### src/fsq_pkg.sv
// fsq_pkg: constants shared by the flash sequencer host controller
package fsq_pkg;
  // ---------------------------------------------------------------
  // status and indicator bit positions on the data bus
  // ---------------------------------------------------------------
  localparam int LOCK_HI_BIT   = 7; // lock_indicator_high_bit, also data-polling bit
  localparam int LOCK_ST_BIT   = 6; // lock_state_bit
  localparam int ERR_BIT       = 5; // error_flag_bit
  localparam int ABORT_BIT     = 1; // abort_flag_bit
  localparam int PROT_BIT      = 0; // extra_block_protection_bit
  // ---------------------------------------------------------------
  // extra block map
  // ---------------------------------------------------------------
  localparam logic [22:0] XB_CUST_LO = 23'h000080;
  localparam logic [22:0] XB_CUST_HI = 23'h0000FF;
  // ---------------------------------------------------------------
  // command codes (cycle encodings are defined by the device; neutral defaults)
  // ---------------------------------------------------------------
  localparam logic [15:0] CMD_RESET      = 16'h00F0;
  localparam logic [15:0] CMD_WBUF       = 16'h0025;
  localparam logic [15:0] CMD_WBUF_GO    = 16'h0029;
  localparam logic [15:0] CMD_WBUF_ABRT  = 16'h00F0;
  localparam logic [15:0] CMD_EBP        = 16'h0033;
  localparam logic [15:0] CMD_EBP_GO     = 16'h0029;
  localparam logic [15:0] CMD_EBP_ABRT   = 16'h0090;
  localparam logic [15:0] CMD_XB_PROT    = 16'h00A0;
  localparam logic [15:0] CMD_XB_EXIT    = 16'h0090;
  // ---------------------------------------------------------------
  // timing: bus strobe widths in ns at 100 MHz
  // ---------------------------------------------------------------
  localparam int CLK_NS     = 10;
  localparam int STROBE_NS  = 40;
  localparam int STROBE_CYC = (STROBE_NS + CLK_NS - 1) / CLK_NS;
  // ---------------------------------------------------------------
  // user operations
  // ---------------------------------------------------------------
  typedef enum logic [1:0] {
    FSQ_OP_WBUF = 2'h0,
    FSQ_OP_EBP  = 2'h1,
    FSQ_OP_LOCK = 2'h2,
    FSQ_OP_READ = 2'h3
  } fsq_op_t;
  // outcome reported to the user
  typedef enum logic [1:0] {
    FSQ_RES_OK    = 2'h0,
    FSQ_RES_FAIL  = 2'h1,
    FSQ_RES_ABORT = 2'h2,
    FSQ_RES_LOCKD = 2'h3
  } fsq_res_t;
  // bus cycle kind
  typedef enum logic [0:0] {
    FSQ_BUS_WR = 1'b0,
    FSQ_BUS_RD = 1'b1
  } fsq_bus_t;
endpackage

### src/fsq_ctrl.sv
// fsq_ctrl: host sequencer for buffered program and extra-block lock
`timescale 1ns/1ps
`default_nettype none
// Function
// - lock customer section by programming protection bit to 0.
// - after locking, host issues exit-extra-block command.
// - all write-to-buffer data addresses lie inside one buffer page.
// - host writes count n, where n+1 words are loaded; a load cut short at the page edge still writes op_count as n.
// - after error flag, host re-reads the polling bit.
// - write-to-buffer: reset on failure, abort-and-reset on abort.
// - enhanced program starts at offset 00 with consecutive addresses.
// - enhanced: reset on failure, its abort-and-reset on abort.
module fsq_ctrl
  import fsq_pkg::*;
#(
  parameter int PAGE_W = 5,
  parameter int MAX_WORDS = 256
) (
  input  wire logic           ref_clk,
  input  wire logic           rst_b,
  input  wire logic           op_valid,
  input  wire fsq_pkg::fsq_op_t op,
  input  wire logic [22:0]    op_addr,
  input  wire logic [8:0]     op_count,
  input  wire logic [15:0]    wr_data,
  output logic                wr_take,
  output logic                op_busy,
  output logic                op_done,
  output fsq_pkg::fsq_res_t   op_res,
  output logic [15:0]         op_rdata,
  output logic                ce_b,
  output logic                we_b,
  output logic                oe_b,
  output logic [22:0]         adr,
  output logic [15:0]         dq_o,
  output logic                dq_oe_b,
  input  wire logic [15:0]    dq_i
);
  import fsq_pkg::*;

  // ---------------------------------------------------------------
  // reset release
  // ---------------------------------------------------------------
  logic rst_s1_q, rst_q_b;
  always_ff @(posedge ref_clk or negedge rst_b) begin
    if (!rst_b) begin
      rst_s1_q <= 1'b0;
      rst_q_b  <= 1'b0;
    end else begin
      rst_s1_q <= 1'b1;
      rst_q_b  <= rst_s1_q;
    end
  end

  // ---------------------------------------------------------------
  // sequencer
  // ---------------------------------------------------------------
  typedef enum logic [3:0] {
    S_IDLE = 4'b0000, S_CMD = 4'b0001, S_CNT = 4'b0011, S_DATA = 4'b0010,
    S_GO   = 4'b0110, S_POLL = 4'b0111, S_REPOLL = 4'b0101, S_RCV = 4'b0100,
    S_LCHK = 4'b1100, S_LPROG = 4'b1101, S_EXIT = 4'b1111, S_FIN = 4'b1110
  } fsq_st_t;

  function automatic logic same_page(input logic [22:0] a, input logic [22:0] b);
    same_page = (a[22:PAGE_W] == b[22:PAGE_W]);
  endfunction

  fsq_st_t     st_q, st_d;
  fsq_op_t     op_q, op_d;
  fsq_res_t    res_q, res_d;
  logic [22:0] base_q, base_d, cur_q, cur_d;
  logic [8:0]  left_q, left_d, n_q, n_d;
  logic        bs, bdone;
  fsq_bus_t    bk;
  logic [22:0] ba;
  logic [15:0] bw, brd;
  logic        take_d, busy_d, done_d;
  logic [15:0] rd_d;

  always_comb begin
    st_d = st_q; op_d = op_q; res_d = res_q;
    base_d = base_q; cur_d = cur_q; left_d = left_q; n_d = n_q;
    bs = 1'b0; bk = FSQ_BUS_WR; ba = cur_q; bw = 16'h0000;
    take_d = 1'b0; done_d = 1'b0; rd_d = op_rdata;
    case (st_q)
      S_IDLE: begin
        if (op_valid) begin
          op_d = op; res_d = FSQ_RES_OK;
          // enhanced program always starts at offset 00
          base_d = (op == FSQ_OP_EBP) ? {op_addr[22:8], 8'h00} : op_addr;
          cur_d  = base_d;
          n_d    = (op == FSQ_OP_EBP) ? 9'(MAX_WORDS - 1) : op_count;
          left_d = n_d;
          case (op)
            FSQ_OP_READ: st_d = S_RCV;
            FSQ_OP_LOCK: st_d = S_LCHK;
            default:     st_d = S_CMD;
          endcase
        end
      end
      S_CMD: begin
        bs = 1'b1; ba = base_q;
        bw = (op_q == FSQ_OP_EBP) ? CMD_EBP : CMD_WBUF;
        if (bdone) st_d = (op_q == FSQ_OP_EBP) ? S_DATA : S_CNT;
      end
      S_CNT: begin
        bs = 1'b1; ba = base_q; bw = {7'h00, n_q};
        if (bdone) st_d = S_DATA;
      end
      S_DATA: begin
        bs = 1'b1; bw = wr_data;
        if (bdone) begin
          take_d = 1'b1;
          cur_d  = cur_q + 23'h1;
          if (left_q == 9'h0) st_d = S_GO;
          else left_d = left_q - 9'h1;
          // in write-to-buffer, a word that would leave the page ends the load early
          if (op_q == FSQ_OP_WBUF && !same_page(cur_q + 23'h1, base_q)) st_d = S_GO;
        end
      end
      S_GO: begin
        bs = 1'b1; ba = base_q;
        bw = (op_q == FSQ_OP_EBP) ? CMD_EBP_GO : CMD_WBUF_GO;
        if (bdone) st_d = S_POLL;
      end
      S_POLL, S_REPOLL: begin
        bs = 1'b1; bk = FSQ_BUS_RD; ba = cur_q - 23'h1;
        if (bdone) begin
          if (brd[LOCK_HI_BIT] == wr_data[LOCK_HI_BIT] && st_q == S_REPOLL) st_d = S_FIN;
          else if (brd[ERR_BIT]) begin
            if (st_q == S_REPOLL) begin
              res_d = FSQ_RES_FAIL; st_d = S_RCV;
            end else st_d = S_REPOLL;
          end else if (brd[ABORT_BIT]) begin
            res_d = FSQ_RES_ABORT; st_d = S_RCV;
          end else if (st_q == S_POLL && brd[LOCK_HI_BIT] == wr_data[LOCK_HI_BIT]) st_d = S_FIN;
        end
      end
      S_RCV: begin
        bs = 1'b1; ba = base_q;
        // failure wants a plain reset; abort wants the matching abort-and-reset
        if (res_q == FSQ_RES_ABORT) begin
          bw = (op_q == FSQ_OP_EBP) ? CMD_EBP_ABRT : CMD_WBUF_ABRT;
        end else if (op_q == FSQ_OP_READ) begin
          bk = FSQ_BUS_RD;
        end else begin
          bw = CMD_RESET;
        end
        if (bdone) begin
          if (op_q == FSQ_OP_READ) rd_d = brd;
          st_d = S_FIN;
        end
      end
      S_LCHK: begin
        // indicator read inside extra-block mode only
        bs = 1'b1; bk = FSQ_BUS_RD; ba = XB_CUST_LO;
        if (bdone) begin
          rd_d = brd;
          if (brd[LOCK_HI_BIT] && brd[LOCK_ST_BIT]) begin
            res_d = FSQ_RES_LOCKD; st_d = S_EXIT;
          end else st_d = S_LPROG;
        end
      end
      S_LPROG: begin
        bs = 1'b1; ba = XB_CUST_LO; bw = CMD_XB_PROT & ~(16'h1 << PROT_BIT);
        if (bdone) st_d = S_EXIT;
      end
      S_EXIT: begin
        bs = 1'b1; ba = base_q; bw = CMD_XB_EXIT;
        if (bdone) st_d = S_FIN;
      end
      S_FIN: begin
        done_d = 1'b1; st_d = S_IDLE;
      end
      default: st_d = S_IDLE;
    endcase
    // program never aimed at the factory half of the extra block
    if (st_q == S_IDLE && op_valid && op == FSQ_OP_LOCK && op_addr < XB_CUST_LO) begin
      st_d = S_FIN; res_d = FSQ_RES_LOCKD;
    end
    busy_d = (st_d != S_IDLE);
  end

  always_ff @(posedge ref_clk or negedge rst_q_b) begin
    if (!rst_q_b) begin
      st_q <= S_IDLE; op_q <= FSQ_OP_WBUF; res_q <= FSQ_RES_OK;
      base_q <= 23'h0; cur_q <= 23'h0; left_q <= 9'h0; n_q <= 9'h0;
      wr_take <= 1'b0; op_busy <= 1'b0; op_done <= 1'b0;
      op_res <= FSQ_RES_OK; op_rdata <= 16'h0000;
    end else begin
      st_q <= st_d; op_q <= op_d; res_q <= res_d;
      base_q <= base_d; cur_q <= cur_d; left_q <= left_d; n_q <= n_d;
      wr_take <= take_d; op_busy <= busy_d; op_done <= done_d;
      op_res <= res_d; op_rdata <= rd_d;
    end
  end

  fsq_bus_cycle u_bus (
    .ref_clk(ref_clk), .rst_q_b(rst_q_b), .start(bs && !bdone), .kind(bk),
    .addr(ba), .wdata(bw), .done(bdone), .rdata(brd),
    .ce_b(ce_b), .we_b(we_b), .oe_b(oe_b), .adr(adr),
    .dq_o(dq_o), .dq_oe_b(dq_oe_b), .dq_i(dq_i)
  );

  // ---------------------------------------------------------------
  // checks
  // ---------------------------------------------------------------
  repoll_err_a: assert property (@(posedge ref_clk) disable iff (!rst_q_b)
    (st_q == S_POLL && bdone && brd[ERR_BIT] && brd[LOCK_HI_BIT] != wr_data[LOCK_HI_BIT])
      |=> st_q == S_REPOLL)
    else $error("error flag not re-polled");
  abort_rcv_a: assert property (@(posedge ref_clk) disable iff (!rst_q_b)
    (st_q == S_RCV && res_q == FSQ_RES_ABORT && bs)
      |-> bw == ((op_q == FSQ_OP_EBP) ? CMD_EBP_ABRT : CMD_WBUF_ABRT))
    else $error("wrong abort recovery command");
  lock_exit_a: assert property (@(posedge ref_clk) disable iff (!rst_q_b)
    (st_q == S_LPROG && bdone) |=> st_q == S_EXIT)
    else $error("no exit after lock");
  locked_skip_a: assert property (@(posedge ref_clk) disable iff (!rst_q_b)
    (st_q == S_LCHK && bdone && brd[LOCK_HI_BIT] && brd[LOCK_ST_BIT]) |=> st_q != S_LPROG)
    else $error("locked section reprogrammed");
  ebp_base_a: assert property (@(posedge ref_clk) disable iff (!rst_q_b)
    (st_q == S_CMD && op_q == FSQ_OP_EBP) |-> base_q[7:0] == 8'h00)
    else $error("enhanced start not at 00");
  page_bound_a: assert property (@(posedge ref_clk) disable iff (!rst_q_b)
    (st_q == S_DATA && op_q == FSQ_OP_WBUF) |-> same_page(cur_q, base_q))
    else $error("load outside buffer page");
endmodule
`default_nettype wire

### src/fsq_bus_cycle.sv
// fsq_bus_cycle: one asynchronous chip-enable/write/output-enable bus cycle
`timescale 1ns/1ps
`default_nettype none
module fsq_bus_cycle
  import fsq_pkg::*;
#(
  parameter int STROBE = STROBE_CYC
) (
  input  wire logic        ref_clk,
  input  wire logic        rst_q_b,
  input  wire logic        start,
  input  wire fsq_pkg::fsq_bus_t kind,
  input  wire logic [22:0] addr,
  input  wire logic [15:0] wdata,
  output logic             done,
  output logic [15:0]      rdata,
  output logic             ce_b,
  output logic             we_b,
  output logic             oe_b,
  output logic [22:0]      adr,
  output logic [15:0]      dq_o,
  output logic             dq_oe_b,
  input  wire logic [15:0] dq_i
);
  import fsq_pkg::*;

  logic [3:0]  cnt_q, cnt_d;
  logic        busy_q, busy_d, kind_q, kind_d, done_d;
  logic [15:0] rdata_d;

  always_comb begin
    busy_d  = busy_q;
    cnt_d   = cnt_q;
    kind_d  = kind_q;
    done_d  = 1'b0;
    rdata_d = rdata;
    if (!busy_q && start) begin
      busy_d = 1'b1;
      kind_d = kind;
      cnt_d  = 4'(STROBE);
    end else if (busy_q) begin
      if (cnt_q == 4'h1) begin
        busy_d = 1'b0;
        done_d = 1'b1;
        if (kind_q == FSQ_BUS_RD) begin
          rdata_d = dq_i;
        end
      end
      cnt_d = cnt_q - 4'h1;
    end
  end

  always_ff @(posedge ref_clk or negedge rst_q_b) begin
    if (!rst_q_b) begin
      busy_q  <= 1'b0;
      cnt_q   <= 4'h0;
      kind_q  <= 1'b0;
      done    <= 1'b0;
      rdata   <= 16'h0000;
      ce_b    <= 1'b1;
      we_b    <= 1'b1;
      oe_b    <= 1'b1;
      adr     <= 23'h000000;
      dq_o    <= 16'h0000;
      dq_oe_b <= 1'b1;
    end else begin
      busy_q  <= busy_d;
      cnt_q   <= cnt_d;
      kind_q  <= kind_d;
      done    <= done_d;
      rdata   <= rdata_d;
      ce_b    <= ~busy_d;
      we_b    <= ~(busy_d && kind_d == FSQ_BUS_WR);
      oe_b    <= ~(busy_d && kind_d == FSQ_BUS_RD);
      dq_oe_b <= ~(busy_d && kind_d == FSQ_BUS_WR);
      if (!busy_q && start) begin
        adr  <= addr;
        dq_o <= wdata;
      end
    end
  end

  strobe_width_a: assert property (@(posedge ref_clk) disable iff (!rst_q_b)
    $fell(ce_b) |-> !ce_b [*4] ##1 ce_b)
    else $error("bus strobe width wrong");
endmodule
`default_nettype wire

### config.mk
export PLATFORM = sky130hd
export DESIGN_NAME = fsq_ctrl
export DESIGN_NICKNAME = d
export VERILOG_FILES = /design/src/fsq_pkg.sv /design/src/fsq_ctrl.sv /design/src/fsq_bus_cycle.sv
export SDC_FILE = /design/constraint.sdc
export NUM_CORES = 1
export LEC_CHECK = 0
export BUFFER_PORTS_ARGS = -buffer_cell sky130_fd_sc_hd__buf_2
export CORE_ASPECT_RATIO = 1.75
export CORE_MARGIN = 4
export CORE_UTILIZATION = 25
export CTS_CLUSTER_SIZE = 40
export DETAILED_ROUTE_END_ITERATION = 8
export PLACE_DENSITY = 0.39
export SLEW_MARGIN = 10
export SYNTH_ARGS = -nofsm -noshare
export SYNTH_HDL_FRONTEND = slang
export SYNTH_HIERARCHICAL = 1
export SYNTH_SLANG_ARGS = --single-unit
### constraint.sdc
create_clock -name ref_clk -period 14.2 [get_ports ref_clk]
set_clock_uncertainty 0.05 [all_clocks]
set_input_delay 1.42 -clock ref_clk [delete_from_list [all_inputs] [get_ports ref_clk]]
set_output_delay 1.42 -clock ref_clk [all_outputs]
set_load 0.01 [all_outputs]
==> reports/metrics.cfg, run 1 <==
[setup_path]
r2r_setup_slack_ns = 10.64
end_kind = flop
cp_slowest_cell = nor4_2
timing.critical_path.buf_inv = 0
worstPathCellList = ha_1 -> nand4_2 -> nor4_2 -> nand3_1 -> xnor2_1 -> nand2_1 -> a2111oi_1 -> a21oi_1 -> or4_1
critPathCapture = op_busy
cp.depth = 9
crit_start = cur_q[0]
critPathMaxStageDelay_ns = 0.57
cp_max_fo = 10
reg2reg_depth = 9
arrival_ns = 3.83
worstReg2RegStart = cur_q[0]
rr_endpoint = op_busy
worst_ep_required_time_ns = 14.47
cp-start-kind = flop
crit_family = simple AND/OR/NAND/NOR gates
crit_type = flop to flop

[synth]
netlist.area_leader.share_pct = 44.24
syn_inst = 955
synth_warnings = 6
yosysUniqueCellTypes = 68
synth_edf_count = 0
ys_async_sr_fraction_pct = 100.0
seq_area_frac_synth_pct = 45.14
synth_area_per_cell_um2 = 9.180
synth.ff_latch_count = 158
syn_nets = 1029
synth_top_area_cell = dfrtp_1
syn_area_mm2 = 0.008767
synthTopCellsByCount = 170 x nand2_1, 155 x dfrtp_1, 66 x mux2_2, 66 x o21ai_0, 63 x a21oi_1
ys.flop_type = dfrtp_1
synthTopCellsByArea = dfrtp_1 44%, mux2_2 8.5%, nand2_1 7.3%
synth_most_common_cell = nand2_1

[detailed_routing]
dr.pass1.iters = 5
num_vias = 7496
wl_per_cell_um = 20.02
vias_per_cell = 4.919
drc_errors = 0
drtIter0Drc = 419
wirelength_um = 30510
postRouteAntennaNets = 0

[cells_and_area]
fillCellCount = 3682
drive_above_1_share_pct = 26.32
synthToLayoutAreaGrowth_pct = 19.02
finalInstanceArea_mm2 = 0.01044
nets = 1125
diodes = 0

[placement]
hpwl_um = 21880
numPortBuffers = 132
placed_cell_area_mm2 = 0.009849
gp_congestion = 0.7997
post-place-ws_ns = 10.51

[power]
finalPower_uw = 2277
swShare_pct = 42.46
irDropWorstVdd_mv = 0.1037
internal_power_uw = 1310
p_per_area_mw_per_mm2 = 218.2
seq_power_share_pct = 38.0
p_comb_share_pct = 41.6
p_switching_uw = 966.8
p_leak_uw = 0.004647
p_clk_share_pct = 20.4

[floorplan]
start_util_pct = 25.36
die_w_um = 149.6
ioPinCount = 133
dieArea_mm2 = 0.03825
die_height_um = 255.7
fp-row-count = 90
core_area_mm2 = 0.03457

[clock_tree]
tritoncts = yes
post_cts_buffers = 0
cts_max_path_buffers = 2
cts.reportedPaths.clkPinSlew_ns = 0.07
cts_made_buffers = 17
clock_sink_count = 158
cts_max_level = 4
root_buffer = clkbuf_16
ctsHoldBuffers = 0
clock_latency_ns = 0.45
cts_resized = 0

[hold_path]
hp-class = flop to async pin

[sta]
fmax_mhz = 280.8
max_slew_margin_pct = 29.61
timing.final.crit_share_pct = 25.08
maxSlewViolCount = 0
min_period_ns = 3.561
setup_viol = 0
hold_viol = 0
worst_pin_slew_ns = 1.049
setup_slack_ns = 10.64
setup_tns_ns = 0
grt_setup_unrepaired = no

[global_routing]
antenna_found_initial = 0
grtUsageTotal_pct = 16.22
overflow = 0
grt_pass1_wl_um = 47410
grt_pass1_vias = 7894
grt_start_max_net_pins = 70

[run]
maxCapViolations = 0

[run_status]
status = finished, final reports clean

## power groups by stage
stage	sequential [µW]	clock (µW)	combinational (µW)
5_1_grt	898	503	1050
3_5_place_dp	873	0	963
4_1_cts	868	486	966
2_1_floorplan	799	0	690
3_3_place_gp	871	0	964
6_report	865	465	947
## how the worst min path moves through the flow
stage | startpoint | end | slack [ns]
2_1_floorplan | rst_s1_q | rst_q_b | 0.28
3_3_place_gp | rst_q_b | u_bus/dq_o[5] | 0.26
3_5_place_dp | rst_q_b | u_bus/dq_o[5] | 0.26
4_1_cts | rst_q_b | u_bus/dq_o[5] | 0.28
5_1_grt | rst_q_b | u_bus/dq_o[5] | 0.31
6_report | rst_q_b | u_bus/dq_o[5] | 0.24
## sequential cells by signal, indices dropped and copies added, names as in the netlist, 4 cells and up
signal,flops
cur_q,23
n_q,9
u_bus/adr,23
op_rdata,16
u_bus/rdata,16
u_bus/cnt_q,4
st_q,4
u_bus/dq_o,16
base_q,23
left_q,9
## layout by cell type (no fill, tap or decap), types with 10 or more instances in the layout
cell	n
nand2_1	170
dfrtp_1	154
buf_2	132
o21ai_0	66
mux2_2	66
a21oi_1	63
nor2_1	55
nand3_1	34
xnor2_1	26
nor3_1	23
clkbuf_16	17
buf_4	16
inv_1	14
and3_1	13
nor4_1	12
nand4_1	10
mux2_4	10
## through the flow
stage / util [%] / instances / hold WS [ns]
3_3_place_gp: 28.49 / 1492 / 0.2562
5_1_grt: 30.18 / 1524 / 0.3066
3_5_place_dp: 28.49 / 1492 / 0.2597
4_1_cts: 30.18 / 1524 / 0.2758
2_1_floorplan: - / 955 / 0.2812
6_report: 30.18 / 1524 / 0.2438
## cell families (layout without fill, tap and decap cells)
group	count (synthesis)	in the layout	synth area share [%]
AO/OA/AOI/OAI	220	220	15.57
XOR/XNOR	32	32	3.197
flip-flops	158	158	45.14
AND/OR/NAND/NOR	369	369	20.12
other	1	1	0.04277
adder cells (fa/ha/maj)	5	5	0.7136
buffers and inverters	85	194	3.996
multiplexers	85	85	11.22
## area by class of cell
| cell class | count | area (µm²) | area share [%] |
|---|---|---|---|
| inverter | 14 | 52.55 | 0.5036 |
| multi-input combinational | 712 | 4482 | 42.95 |
| tap | 460 | 575.6 | 5.516 |
| sequential | 158 | 3961 | 37.96 |
| clock inverter | 13 | 130.1 | 1.247 |
| clock buffer | 19 | 452.9 | 4.341 |
| timing repair buffer | 148 | 780.7 | 7.482 |
## layer usage
layer / up-vias / track usage, % / wire [µm] / part of all wire, %
met5: - / 0 / 0 / 0
met3: 49 / 3.508 / 1235 / 4.0
met4: 0 / 7.076 / 1145 / 3.8
met1: 3652 / 18.24 / 11760 / 39
met2: 203 / 29.07 / 16370 / 54
li1: 3592 / - / - / -
No activity file was read; power rests on OpenSTA's default activity.
==> inputs of run 2 (changes only) <==
- ABC_AREA: unset -> 1
- PLACE_DENSITY: 0.39 -> 0.41
- clock period: 14.2 -> 3 ns (I/O delays scaled with it)
==> run 2 against run 1 <==
Sequential share of layout area is 0.91 points lower. Critical endpoint unchanged. Clock power rose to 4.4 times the previous value. Via count grew 17%.
==> reports/metrics.cfg, run 2 <==
[sta]
max_slew_margin_pct = 47.44  ; was 29.61%
hold_viol = 0  ; unchanged
setup_tns_ns = 0  ; unchanged
min_period_ns = 2.687  ; was 3.561 ns
fmax_mhz = 372.2  ; was 280.8 MHz
worst_pin_slew_ns = 0.7884  ; was 1.049 ns
timing.final.crit_share_pct = 89.56  ; was 25.08%
setup_slack_ns = 0.3133  ; was 10.64 ns
grt_setup_unrepaired = no  ; unchanged
maxSlewViolCount = 0  ; unchanged
setup_viol = 0  ; unchanged

[power]
internal_power_uw = 5550  ; was 1310 µW
irDropWorstVdd_mv = 0.4149  ; was 0.1037 mV
swShare_pct = 48.88  ; was 42.46%
p_clk_share_pct = 19.0  ; was 20.4%
p_switching_uw = 5307  ; was 966.8 µW
p_comb_share_pct = 45.5  ; was 41.6%
p_leak_uw = 0.005364  ; was 0.004647 µW
seq_power_share_pct = 35.5  ; was 38.0%
p_per_area_mw_per_mm2 = 1016  ; was 218.2 mW/mm²

[setup_path]
cp-start-kind = flop  ; unchanged
arrival_ns = 2.95  ; was 3.83 ns
reg2reg_depth = 17  ; was 9
worst_ep_required_time_ns = 3.26  ; was 14.47 ns
cp_max_fo = 11  ; was 10
end_kind = flop  ; unchanged
crit_type = flop to flop  ; unchanged

[cells_and_area]
mostFrequentLayoutCells = 394 x nand2_1, 154 x dfrtp_1, 132 x buf_2  ; was 170 x nand2_1, 154 x dfrtp_1, 132 x buf_2
nets = 1408  ; was 1125
final_cells = 1812  ; was 1524
diodes = 0  ; unchanged
reg_top3 = base_q x23, cur_q x23, u_bus/adr x23  ; unchanged
fillCellCount = 4043  ; was 3682
multi_input_area_mm2 = 0.004320  ; was 0.004482 mm²
drive_above_1_share_pct = 17.59  ; was 26.32%
final_common_cell = nand2_1  ; unchanged
utilization_pct = 30.10  ; was 30.18%
regArea_mm2 = 0.003961  ; unchanged
synthToLayoutAreaGrowth_pct = 18.40  ; was 19.02%

[floorplan]
dieArea_mm2 = 0.03934  ; was 0.03825 mm²
die_w_um = 151.7  ; was 149.6 µm
start_util_pct = 25.42  ; was 25.36%
ioPinCount = 133  ; unchanged
die_height_um = 259.4  ; was 255.7 µm
core_area_mm2 = 0.03552  ; was 0.03457 mm²
fp-row-count = 91  ; was 90

[synth]
syn_inst = 1225  ; was 955
ys_async_sr_fraction_pct = 100.0  ; unchanged
yosys.area_share.xor_xnor_pct = 0.5404  ; was 3.197%
synth_area_per_cell_um2 = 7.371  ; was 9.180 µm²
synth_compound_area_share_pct = 13.83  ; was 15.57%
netlist.area_leader.share_pct = 42.95  ; was 44.24%
synth_edf_count = 0  ; unchanged
ys.flop_type = dfrtp_1  ; unchanged
syn_area_mm2 = 0.009030  ; was 0.008767 mm²
synthSimpleGateAreaFrac_pct = 30.68  ; was 20.12%
seq_area_frac_synth_pct = 43.83  ; was 45.14%
synth.ff_latch_count = 158  ; unchanged
synth_mux_area_share_pct = 1.981  ; was 11.22%
yosysUniqueCellTypes = 51  ; was 68
synthTopCellsByCount = 394 x nand2_1, 155 x dfrtp_1, 114 x inv_1  ; was 170 x nand2_1, 155 x dfrtp_1, 66 x mux2_2, 66 x o21ai_0, 63 x a21oi_1
synthAdderAreaFrac_pct = 0.6928  ; was 0.7136%
synth_most_common_cell = nand2_1  ; unchanged
synth_warnings = 6  ; unchanged
synthTopCellsByArea = dfrtp_1 43%, nand2_1 16%, o21ai_0 4.9%  ; was dfrtp_1 44%, mux2_2 8.5%, nand2_1 7.3%
synth_top_area_cell = dfrtp_1  ; unchanged
syn_nets = 1299  ; was 1029
synth_top_family_by_area = simple AND/OR/NAND/NOR gates  ; unchanged

[clock_tree]
cts.reportedPaths.clkPinSlew_ns = 0.07  ; about the same
cts_made_buffers = 17  ; unchanged
clock_sink_count = 158  ; unchanged
cts_max_path_buffers = 2  ; unchanged
ctsHoldBuffers = 1  ; was 0
root_buffer = clkbuf_16  ; unchanged
cts_resized = 0  ; unchanged
cts_max_level = 4  ; unchanged
post_cts_buffers = 0  ; unchanged
tritoncts = yes  ; unchanged
clock_latency_ns = 0.45  ; about the same

[placement]
place_inst = 1779  ; was 1492
post-place-ws_ns = 0.3391  ; was 10.51 ns
numPortBuffers = 132  ; unchanged
hpwl_um = 28280  ; was 21880 µm
gp_congestion = 0.9575  ; was 0.7997

[hold_path]
holdPathStages = 3
hp-class = input port to flop  ; was flop to async pin

[detailed_routing]
postRouteAntennaNets = 0  ; unchanged
num_vias = 8738  ; was 7496
wl_per_cell_um = 20.40  ; was 20.02 µm
vias_per_cell = 4.822  ; was 4.919
wirelength_um = 36970  ; was 30510 µm
met2_length_um = 20070  ; was 16370 µm
dr.pass1.iters = 5  ; unchanged
highest_layer = met4  ; unchanged
wl_met3_um = 1422  ; was 1235 µm
met1_length_um = 12680  ; was 11760 µm
drtIter0Drc = 488  ; was 419
drc_errors = 0  ; unchanged

[global_routing]
grt_pass1_wl_um = 55480  ; was 47410 µm
grt_pass1_vias = 9069  ; was 7894
antenna_found_initial = 0  ; unchanged
overflow = 0  ; unchanged
grtUsageTotal_pct = 19.09  ; was 16.22%
grt_start_max_net_pins = 70  ; unchanged

[run]
maxCapViolations = 0  ; unchanged

[run_status]
status = finished, final reports clean  ; unchanged

[run 2: cell count changes after synthesis, moves of 15 or more]
cell      previous run  this run
nand2_1            170       394
inv_1               14       114
mux2_2              66        15
nor2_1              56       101
clkbuf_1            51        20
nand3_1             34        65
xnor2_1             26         1
o21ai_0             66        89
buf_2               12        32
nand4_1             10        30
o211ai_1             7        22
[run 2: path summary, 6_finish.rpt]
path,startpoint,to,slack (ns)
max in group asynchronous,rst_q_b,u_bus/oe_b,1.75
min in group asynchronous,rst_b,rst_s1_q,0.11
worst max-delay path,cur_q[9],op_busy,0.31
worst min-delay path,op_addr[14],base_q[14],0.05
worst max register to register,cur_q[9],op_busy,0.31
worst min register to register,rst_s1_q,rst_q_b,0.30
[run 2: logic make-up (layout without fill, tap and decap cells)]
kind of cell             Yosys count  count (layout)
AND/OR/NAND/NOR                  643             643
multiplexers                      16              16
XOR/XNOR                           4               4
AO/OA/AOI/OAI                    215             215
buffers and inverters            183             305
flip-flops                       158             158
adder cells (fa/ha/maj)            5               5
other                              1               1
[run 2: power groups by stage]
stage	clock network [µW]	logic, µW	registers, µW
final	2060	4950	3850
after global routing	2220	5510	3970
after CTS	2140	5040	3860
after detailed placement	0	5020	3900
after global placement	0	5040	3880
after floorplan	0	3330	3510
[run 2: critical path: stages (launching register included)]
cell     delay, ns
dfrtp_1       0.56
nand2_2       0.13
nor2_1        0.39
inv_1         0.15
nor2_1        0.20
nand2_1       0.08
nand2_1       0.10
nand2_1       0.06
nand2_1       0.05
nand2_1       0.08
nor2_1        0.09
nand2_1       0.05
nor2_1        0.18
nand2_1       0.13
nand2_1       0.08
nand2_1       0.06
nand2_2       0.07
nand3_2       0.05
[run 2: stage by stage]
stage	instance area (µm²)	total power (µW)	hold WS, ns
2_1_floorplan	9031	6837	-0.04559
3_3_place_gp	10150	8922	0.03631
3_5_place_dp	10150	8914	0.04312
4_1_cts	10690	11040	0.02374
5_1_grt	10690	11690	0.03555
6_report	10690	10860	0.04791
[run 2: layout make-up]
type / count / area share (%)
multi-input combinational: 884 / 40.41
sequential: 158 / 37.05
timing repair buffer: 150 / 7.817
tap: 465 / 5.442
inverter: 123 / 4.330
clock buffer: 21 / 4.119
clock inverter: 11 / 0.8309
[run 2: layer usage]
layer / vias up / track usage (%)
met5: - / 0
li1: 4251 / -
met4: 0 / 13.04
met1: 4137 / 18.72
met3: 100 / 3.179
met2: 250 / 35.56
